$ cat src/core/seps_pkg.sv
// constants and types shared by the serial memory slave port
package seps_pkg;

   // clock and internal write cycle timing
   localparam int unsigned CLK_HZ             = 20_000_000;
   localparam int unsigned WRITE_CYCLE_MS     = 5;
   // longest time, so the division rounds down
   localparam int unsigned WRITE_CYCLE_CYCLES =
      WRITE_CYCLE_MS * (CLK_HZ / 1000);
   // three clocks from the stop on the pin to busy, plus the cycle busy holds at timer zero
   localparam int unsigned STOP_LATENCY       = 4;
   // fastest serial clock the master may run
   localparam int unsigned SCL_MAX_KHZ        = 400;

   // array and word geometry
   localparam int unsigned BYTE_W     = 8;
   localparam int unsigned MEM_DEPTH  = 256;
   localparam int unsigned SEL_W      = 3;
   localparam int unsigned CODE_W     = 4;
   localparam int unsigned FIFO_DEPTH = 32;
   localparam int unsigned FIFO_W     = 2 * BYTE_W;

   // device type code; the value is arbitrary
   localparam logic [3:0] DEVICE_CODE_DEFAULT = 4'h5;

   // bit counter value at the end of a byte
   localparam logic [3:0] BITS_PER_BYTE = 4'h8;

   // which byte of a frame is being received
   localparam logic [1:0] BI_DEV   = 2'h0;
   localparam logic [1:0] BI_MADDR = 2'h1;
   localparam logic [1:0] BI_DATA  = 2'h2;

   // protocol states, gray along idle-rx-ack-tx-mack
   typedef enum logic [2:0] {
      SEPS_IDLE = 3'h0,
      SEPS_RX   = 3'h1,
      SEPS_ACK  = 3'h3,
      SEPS_TX   = 3'h2,
      SEPS_MACK = 3'h6
   } seps_state_t;

endpackage

$ cat src/core/seps_fifo.sv
// write buffer between the serial side and the memory array
module seps_fifo #(
   parameter int unsigned WIDTH = 16,
   parameter int unsigned DEPTH = 32
) (
   input  wire logic             clk,
   input  wire logic             resetn,
   input  wire logic             in_valid,
   output logic                  in_ready,
   input  wire logic [WIDTH-1:0] in_data,
   output logic                  out_valid,
   input  wire logic             out_ready,
   output logic      [WIDTH-1:0] out_data
);

   localparam int unsigned AW = $clog2(DEPTH);

   if (DEPTH < 2 || (1 << AW) != DEPTH || WIDTH < 1) begin : g_chk
      $error("seps_fifo: depth must be a power of two >= 2");
   end

   typedef struct packed {
      logic [AW:0] wr_ptr;
      logic [AW:0] rd_ptr;
   } seps_fifo_regs_t;

   seps_fifo_regs_t         r;
   seps_fifo_regs_t         n;
   logic [WIDTH-1:0]        mem [DEPTH];
   logic                    do_push;
   logic                    do_pop;

   // full when pointers differ only in the wrap bit
   assign in_ready  = !((r.wr_ptr[AW] != r.rd_ptr[AW]) &&
                        (r.wr_ptr[AW-1:0] == r.rd_ptr[AW-1:0]));
   assign out_valid = (r.wr_ptr != r.rd_ptr);
   assign out_data  = mem[r.rd_ptr[AW-1:0]];
   assign do_push   = in_valid && in_ready;
   assign do_pop    = out_valid && out_ready;

   // pointer update
   always_comb begin
      n = r;
      if (do_push) begin
         n.wr_ptr = r.wr_ptr + 1'b1;
      end
      if (do_pop) begin
         n.rd_ptr = r.rd_ptr + 1'b1;
      end
   end

   always_ff @(posedge clk or negedge resetn) begin
      if (!resetn) begin
         r <= '0;
      end else begin
         r <= n;
      end
   end

   // storage, no reset needed
   always_ff @(posedge clk) begin
      if (do_push) begin
         mem[r.wr_ptr[AW-1:0]] <= in_data;
      end
   end

endmodule

$ cat src/core/seps_slave.sv
// two-wire slave port of a 256 x 8 nonvolatile memory

// Summary of operation
// - Data is sampled on serial clock rise and driven out on its fall.
// - The data line is only pulled low or released, never driven high.
// - Data changes only while the clock is low; changes with it high frame.
// - The port answers only when the received select bits match its pins.
// - Data bytes received while the lock pin is high never reach the memory array.
// - When locked, address bytes are acknowledged but data bytes are not.
// - While the lock pin is low, every location may be written.
// - Reads work the same whatever the lock pin level.
// - The internal write cycle ends at most 5 ms after the stop.
// - The address byte is type code, three select bits, then direction.
// - Each byte is followed by a ninth-clock acknowledge from the receiver.
// - A stop after written data starts the write cycle; inputs are ignored.
// - During the write cycle an address is not acknowledged, after it is.
module seps_slave #(
   parameter int unsigned TWC_CYCLES  = seps_pkg::WRITE_CYCLE_CYCLES,
   parameter logic [3:0]  DEVICE_CODE = seps_pkg::DEVICE_CODE_DEFAULT
) (
   input  wire logic       clk,
   input  wire logic       resetn,
   input  wire logic       scl_in,
   input  wire logic       sda_in,
   output logic            sda_out,
   output logic            sda_oe,
   input  wire logic [2:0] hardwired_select_pins,
   input  wire logic       write_lock,
   output logic            write_busy
);

   // the buffer must drain and the stop latency fit inside the cycle
   if (TWC_CYCLES <
       seps_pkg::FIFO_DEPTH + seps_pkg::STOP_LATENCY) begin : g_chk
      $error("seps_slave: write cycle count too short for the buffer");
   end

   // state of the port apart from the array and the write buffer
   typedef struct packed {
      logic [1:0]           scl_sync;
      logic [1:0]           sda_sync;
      logic [2:0]           sel_s1;
      logic [2:0]           sel_s2;
      logic [1:0]           lock_sync;
      logic                 scl_prev;
      logic                 sda_prev;
      seps_pkg::seps_state_t state;
      logic [3:0]           cnt;
      logic [1:0]           idx;
      logic [7:0]           shift;
      logic [7:0]           addr;
      logic                 rd;
      logic                 sda_oe;
      logic                 wrote;
      logic                 busy;
      logic [31:0]          timer;
   } seps_regs_t;

   seps_regs_t   r;
   seps_regs_t   n;
   logic [7:0]   mem [seps_pkg::MEM_DEPTH];
   logic [7:0]   rd_byte;
   logic         scl;
   logic         sda;
   logic         rise;
   logic         fall;
   logic         start_cond;
   logic         stop_cond;
   logic         push_valid;
   logic         push_ready;
   logic [15:0]  push_data;
   logic         drain_valid;
   logic [15:0]  drain_data;
   logic         dev_match;

   // synchronised levels and their edges
   assign scl        = r.scl_sync[1];
   assign sda        = r.sda_sync[1];
   assign rise       = scl && !r.scl_prev;
   assign fall       = !scl && r.scl_prev;
   assign start_cond = scl && r.scl_prev && !sda && r.sda_prev;
   assign stop_cond  = scl && r.scl_prev && sda && !r.sda_prev;
   assign rd_byte    = mem[r.addr];
   assign push_data  = {r.addr, r.shift};

   // type code, select bits and not busy
   assign dev_match = (r.shift[7:4] == DEVICE_CODE) &&
                      (r.shift[3:1] == r.sel_s2) &&
                      !r.busy;

   // open drain: the line is only ever pulled low
   assign sda_out    = 1'b0;
   assign sda_oe     = r.sda_oe;
   assign write_busy = r.busy;

   // next state of the port
   always_comb begin
      n = r;
      push_valid = 1'b0;

      // two flip-flops on every pin input
      n.scl_sync  = {r.scl_sync[0], scl_in};
      n.sda_sync  = {r.sda_sync[0], sda_in};
      n.sel_s1    = hardwired_select_pins;
      n.sel_s2    = r.sel_s1;
      n.lock_sync = {r.lock_sync[0], write_lock};
      n.scl_prev  = r.scl_sync[1];
      n.sda_prev  = r.sda_sync[1];

      // internal write cycle timer, buffer drains meanwhile
      if (r.busy) begin
         if (r.timer != 32'h0) begin
            n.timer = r.timer - 32'h1;
         end else if (!drain_valid) begin
            n.busy = 1'b0;
         end
      end

      if (stop_cond) begin
         n.state  = seps_pkg::SEPS_IDLE;
         n.sda_oe = 1'b0;
         if (r.wrote && !r.busy) begin
            n.wrote = 1'b0;
            n.busy  = 1'b1;
            // stop is seen late, so that delay comes off the count
            n.timer = TWC_CYCLES - seps_pkg::STOP_LATENCY;
         end
      end else if (start_cond) begin
         n.state  = seps_pkg::SEPS_RX;
         n.idx    = seps_pkg::BI_DEV;
         n.cnt    = 4'h0;
         n.sda_oe = 1'b0;
      end else begin
         unique case (r.state)
            seps_pkg::SEPS_IDLE: begin
               n.sda_oe = 1'b0;
            end
            seps_pkg::SEPS_RX: begin
               if (rise && r.cnt != seps_pkg::BITS_PER_BYTE) begin
                  // sample msb first
                  n.shift = {r.shift[6:0], sda};
                  n.cnt   = r.cnt + 4'h1;
               end else if (fall && r.cnt == seps_pkg::BITS_PER_BYTE) begin
                  n.cnt   = 4'h0;
                  n.state = seps_pkg::SEPS_IDLE;
                  if (r.idx == seps_pkg::BI_DEV) begin
                     if (dev_match) begin
                        n.sda_oe = 1'b1;
                        n.rd     = r.shift[0];
                        n.idx    = seps_pkg::BI_MADDR;
                        n.state  = seps_pkg::SEPS_ACK;
                     end
                  end else if (r.idx == seps_pkg::BI_MADDR) begin
                     // acknowledged even when locked
                     n.addr   = r.shift;
                     n.sda_oe = 1'b1;
                     n.idx    = seps_pkg::BI_DATA;
                     n.state  = seps_pkg::SEPS_ACK;
                  end else if (!r.lock_sync[1] && push_ready) begin
                     // buffer byte, roll within the 16 byte page
                     push_valid   = 1'b1;
                     n.addr[3:0]  = r.addr[3:0] + 4'h1;
                     n.wrote      = 1'b1;
                     n.sda_oe     = 1'b1;
                     n.state      = seps_pkg::SEPS_ACK;
                  end
                  // locked data byte: line left released, no ack
               end
            end
            seps_pkg::SEPS_ACK: begin
               if (fall) begin
                  n.cnt    = 4'h0;
                  n.sda_oe = 1'b0;
                  n.state  = seps_pkg::SEPS_RX;
                  if (r.rd) begin
                     // first read bit goes out on this fall
                     n.sda_oe = !rd_byte[7];
                     n.shift  = {rd_byte[6:0], 1'b0};
                     n.cnt    = 4'h1;
                     n.addr   = r.addr + 8'h1;
                     n.state  = seps_pkg::SEPS_TX;
                  end
               end
            end
            seps_pkg::SEPS_TX: begin
               if (fall) begin
                  if (r.cnt == seps_pkg::BITS_PER_BYTE) begin
                     // release for the master's acknowledge
                     n.sda_oe = 1'b0;
                     n.state  = seps_pkg::SEPS_MACK;
                  end else begin
                     n.sda_oe = !r.shift[7];
                     n.shift  = {r.shift[6:0], 1'b0};
                     n.cnt    = r.cnt + 4'h1;
                  end
               end
            end
            seps_pkg::SEPS_MACK: begin
               if (rise) begin
                  if (!sda) begin
                     // master wants the next byte
                     n.shift = rd_byte;
                     n.addr  = r.addr + 8'h1;
                     n.cnt   = 4'h0;
                     n.state = seps_pkg::SEPS_TX;
                  end else begin
                     n.state = seps_pkg::SEPS_IDLE;
                  end
               end
            end
            default: begin
               n.state  = seps_pkg::SEPS_IDLE;
               n.sda_oe = 1'b0;
            end
         endcase
      end
   end

   always_ff @(posedge clk or negedge resetn) begin
      if (!resetn) begin
         r <= '0;
      end else begin
         r <= n;
      end
   end

   // written bytes wait here until the stop
   seps_fifo #(
      .WIDTH (seps_pkg::FIFO_W),
      .DEPTH (seps_pkg::FIFO_DEPTH)
   ) u_wbuf (
      .clk       (clk),
      .resetn    (resetn),
      .in_valid  (push_valid),
      .in_ready  (push_ready),
      .in_data   (push_data),
      .out_valid (drain_valid),
      .out_ready (r.busy),
      .out_data  (drain_data)
   );

   // commit buffered bytes only during the write cycle
   always_ff @(posedge clk) begin
      if (drain_valid && r.busy) begin
         mem[drain_data[15:8]] <= drain_data[7:0];
      end
   end

endmodule

$ cat config.mk
export PLATFORM = sky130hd
export DESIGN_NAME = seps_slave
export DESIGN_NICKNAME = d
export VERILOG_FILES = /design/src/core/seps_pkg.sv /design/src/core/seps_fifo.sv /design/src/core/seps_slave.sv
export SDC_FILE = /design/constraint.sdc
export NUM_CORES = 2
export LEC_CHECK = 0
export BUFFER_PORTS_ARGS = -buffer_cell sky130_fd_sc_hd__buf_4
export CAP_MARGIN = 20
export CELL_PAD_IN_SITES_DETAIL_PLACEMENT = 1
export CELL_PAD_IN_SITES_GLOBAL_PLACEMENT = 2
export CORE_MARGIN = 4
export CORE_UTILIZATION = 40
export DETAILED_ROUTE_END_ITERATION = 7
export HOLD_SLACK_MARGIN = 0.03
export PLACE_DENSITY = 0.63
export SYNTH_ARGS = -nofsm -noshare
export SYNTH_HDL_FRONTEND = slang
export SYNTH_HIERARCHICAL = 1
export SYNTH_SLANG_ARGS = --single-unit
$ cat constraint.sdc
create_clock -name clk -period 20.9 [get_ports clk]
set_input_delay 1.045 -clock clk [delete_from_list [all_inputs] [get_ports clk]]
set_output_delay 1.045 -clock clk [all_outputs]
set_load 0.02 [all_outputs]
======== After elaboration in Yosys (flattened, before gate mapping) ========
Memory sizes are Yosys's and may differ from the RTL's.
Index checks and enable logic that the tools add are counted.
storage, ports and cells
  bits in writable memories ............... 2560
  input bits .............................. 8
  memories ................................ 2
  flip-flop bits (word level) ............. 87
  logic and storage cells ................. 197
operators by class
  eq/ne operators ......................... 47
  bitwise gates (word level) .............. 3
  muxes and demuxes ....................... 73
  add/subtract/negate cells ............... 6
  reductions and logical operators ........ 46
memory list
  name        words  bits a word  rd ports  clocked after Yosys merged registers in  wr ports  line              text
  mem         256    8            1         0                                        1         seps_slave.sv:61  logic [7:0] mem [seps_pkg::MEM_DEPTH];
  u_wbuf.mem  32     16           1         0                                        1         seps_fifo.sv:29   logic [WIDTH-1:0] mem [DEPTH];
operators by type and width
  cell                   number
  $mux 33                2
  $mux 16                4
  $mux 34                1
  $mux 32                1
  $mux 8                 4
  $ne 4x4->1 const B     8
  $pmux 8 s4             1
  $reduce_bool 32->1     1
  $sub 32x1->32 const B  1
  $ne 2x2->1 const B     15
  $ne 3x3->1 const B     9
  $mux 1                 26
  $mux 2                 12
  $mux 4                 6
  $pmux 8 s3             1
  $mux 11                2
  $reduce_and 11->1      2
  $mux 7                 3
  $reduce_and 7->1       3
  $mux 9                 2
  $logic_and 1x1->1      16
  $pmux 4 s4             1
  $reduce_and 8->1       2
  $pmux 3 s5             1
  other kinds (29)       51

======== Logic depth before layout (Yosys ltp) ========
  depth in word-level cells ............... 15
  gate-level depth with buffers ........... 14
  depth with buffers taken out ............ 11

======== Cells and area by module ========
Netlist, hierarchy kept.
by module, submodules not included
  module      times used  cells an instance  area each (um^2)
  seps_slave  1           4265               83578.9
  seps_fifo   1           881                19994.2

======== Least setup slack after synthesis ========
Ideal clock, no wire load.
  path kind ............................... register -> register
  start point ............................. reg u_wbuf/r[0] in the netlist's numbering
  end point ............................... mem mem[0][7] (data pin)
  path buffers ............................ 3
  setup slack ............................. 3.252 ns
  period minus slack after synthesis ...... 17.648 ns
  required time ........................... 18.086 ns
  cell stages (with the launch flop) ...... 7
  arrival time ............................ 14.834 ns
  path through ............................ dfrtp_1 buf_4 buf_8 buf_6 mux4_2 o22ai_1 nor4_1
between the ends
  longest elaborated chain between the ends .. 1
RTL lines
  item                    line              text
  from (decl)             seps_fifo.sv:27   seps_fifo_regs_t r;
  from (signal assigned)  seps_fifo.sv:56   r <= n;
  $mem_v2 32x16           n/a
  via drain_data[7]       seps_slave.sv:73  logic [15:0] drain_data;
  to (decl)               seps_slave.sv:61
The timed path passes the listed nets, and every way through them passes these cells.

======== Final worst setup path ========
  start point ............................. reg u_wbuf/r[0] in the netlist's numbering
  end point ............................... mem mem[120][4] (netlist: mem[60][4]), enable pin
Same word-level chain as after synthesis.

==> out/metrics.csv <==
stage,metric,value,unit
floorplanning,core area,257000,sq um
clock_network,Clock Latency Late Sink,920,ps
placement,cell count after placement,8402,
detailed_routing,Final ANT Viol Nets,0,
clock_network,CTS H-tree depth,5,
synth,Synth Cell Area,104000,sq um
sta,min Tclk post-route,6830,ps
final_layout,fin area,117000,sq um
clock_network,CTS Sinks,2647,
global_routing,total grt overflow,0,
placement,DP Worst Slack,13770,ps
synth,Synth Instances,5146,
synth,syn avg cell area,20.1,sq um
critical_path,critical path launch point type,register,
clock_network,Post-CTS Setup Inserts,0,
final_layout,fill count,23400,
synth,total of warnings raised by yosys,6,
sta,Rel. slew slack,12.6,%
sta,Slew Limit Fails,0,
power_and_ir_drop,worst vdd ir,0.0709,mV
floorplanning,Rows,186,
final_layout,Area growth syn-to-layout,13.2,%
detailed_routing,vias per cell,5.92,
synth,Synth async-reset ratio,3.29,%
global_routing,first-pass GRT wire length,429,mm
detailed_routing,Pre-antenna DRT Iters,5,
placement,DP Wirelength,179,mm
hold_path,Hold Path Class,in2reg,
power_and_ir_drop,Leak,37.1,nW
sta,Least-Margin Pin Slew,1310,ps
outcome,status,finished clean,
floorplanning,Die Area,267000,sq um
sta,RSZ-0062 raised after global routing,false,
synth,synth cell count leaders,"2560 x edfxtp_1, 555 x mux4_2, 368 x nor2_1",
clock_network,Max Buffers Root-to-Sink,4,
floorplanning,initial core utilization,40.3,%
global_routing,Tot GR Track Use,22.6,%
clock_network,TritonCTS Buffers,301,
global_routing,initial antenna violation count,18,
sta,setup TNS,0,ps
sta,Highest Clock Rate,0.146,GHz
power_and_ir_drop,post-layout power,12.2,mW
power_and_ir_drop,pwr dens,104,nW/um^2
sta,skew final,59.1,ps
job,max-cap violations,0,
synth,post-synth top area share,74.2,%
synth,most instantiated library cell after synthesis,edfxtp_1,
synth,syn nets,5163,
final_layout,Total Nets Final,5345,
synth,post-synth cell types,87,
placement,# port buffers,9,
synth,"Top FF cell, synth",edfxtp_1,
floorplanning,Vert. Die Dim,517,um
placement,GP Congestion,0.788,
global_routing,pin count of the biggest net entering global routing,192,
critical_path,critical path required time,21440,ps
synth,"FF+latch count, synth",2647,
synth,top post-synthesis cells by area,"edfxtp_1 74%, mux4_2 12%, dfrtp_1 2.1%",
detailed_routing,DR WL/cell,33.9,um
detailed_routing,via total after detailed routing,52900,
critical_path,crit end category,register,
clock_network,CTS tree,done,
global_routing,vias in the first global route,54900,
sta,fin crit share,32.7,%
final_layout,share of post-route cells with drive strength above 1,22.6,%
floorplanning,num ports,11,
critical_path,Setup CP Type,reg2reg,
detailed_routing,# DRC,0,
final_layout,non-filler instance count after layout,8923,
detailed_routing,final WL,303,mm
synth,"Seq/Total Area, Yosys",76.3,%
final_layout,"Core Util, Final",45.6,%
clock_network,Clock Tree Root,clkbuf_16,
placement,dpl cell area,108000,sq um
sta,final hold slack,257,ps
synth,number of synthesized flops with an enable pin,2560,
critical_path,CP arrival,7370,ps
clock_network,CTS resizes,0,
detailed_routing,DRT iter0 DRCs,5603,
synth,"area leader, netlist",edfxtp_1,
sta,final hold viol count,0,
sta,setup ws final,14070,ps
critical_path,"reg-to-reg slack, setup",14070,ps
clock_network,Clock transition at path regs,60,ps
floorplanning,die width,517,um
sta,final setup fails,0,
critical_path,CP max FO,43,
==> final timing paths <==
check | depth (start not counted) | endpoint | start
min reg2reg | 0 | n[61] | n[72]
min | 1 | n[72] | sda_in
max in group asynchronous | 3 | push_data[9] | resetn
min in group asynchronous | 2 | r[20] | resetn
max reg2reg | 9 | mem[60][4] | u_wbuf/r[0]
max | 9 | mem[60][4] | u_wbuf/r[0]
==> worst max-delay path, stage by stage, from the launching register on <==
cell	delay (ps)
dfrtp_4	710
buf_4	650
buf_4	820
mux4_2	590
o22ai_1	470
nor4_2	90
buf_4	240
nor2_1	760
nand3_1	930
nor2_1	1090
==> cells in the final DEF, fill, tap and decap left out, types with 15 or more instances in the layout <==
| master | count |
|---|---|
| a21oi_1 | 103 |
| a221o_1 | 15 |
| a221oi_1 | 46 |
| a22oi_1 | 97 |
| a31oi_1 | 23 |
| buf_4 | 163 |
| bufinv_16 | 20 |
| clkbuf_1 | 65 |
| clkbuf_16 | 305 |
| clkinv_1 | 59 |
| clkinv_2 | 40 |
| dfrtp_1 | 77 |
| edfxtp_1 | 2560 |
| inv_1 | 16 |
| mux2_2 | 44 |
| mux2i_1 | 190 |
| mux4_2 | 555 |
| nand2_1 | 126 |
| nand2b_1 | 27 |
| nand3_1 | 46 |
| nand4_1 | 15 |
| nor2_1 | 357 |
| nor2b_1 | 25 |
| nor3_1 | 35 |
| nor4_2 | 18 |
| o21ai_0 | 82 |
| o22ai_1 | 88 |
| xnor2_1 | 18 |
==> repair_timing <==
item / CTS / global route
endpoints found under the hold margin: 13 / 0
setup endpoints to repair: 0 / 0
hold buffers: 1 / 0
==> sequential cells by signal, indices dropped and copies added, names as in the netlist <==
signal and count:
mem 2048, u_wbuf/mem 512, r 49, push_data 16, u_wbuf/r 12, n 8
sda_oe 1, write_busy 1
==> metal layers <==
metal	up-vias	track usage (%)	part of all wire [%]
met3	457	3.89	6.4
met4	2	6.26	2.7
met1	28900	32.3	43
met5	-	0	0.0043
li1	21700	-	-
met2	1752	36.0	48
==> kinds of logic after synthesis <==
logic type                 count (synthesis)  share of synthesized area [%]
AOI/OAI and AO/OA                        581                           3.83
xor gates and xnor gates                  29                          0.245
adders and majority gates                  9                          0.109
buffers and inverters                    323                           1.59
DFF                                     2647                           76.3
muxes                                    792                           14.5
other                                      1                        0.00362
and+or+nand+nor                          764                           3.44
==> power breakdown <==
part           switching [mW]  internal, mW  total (mW)
clock network            2.06          2.91        4.97
registers              0.0267          5.84        5.86
logic                   0.750         0.608        1.36
==> area by class of cell <==
type	count	area, sq um	area share [%]
Sequential cell	2647	79100	67.5
Multi-Input combinational cell	2176	23100	19.7
Clock buffer	371	7890	6.73
Tap cell	3384	4230	3.61
Timing Repair Buffer	183	1590	1.36
Clock inverter	136	1180	1.01
Inverter	19	73.8	0.0630
Antenna cell	7	17.5	0.0149
No activity file was read; power rests on OpenSTA's default activity.
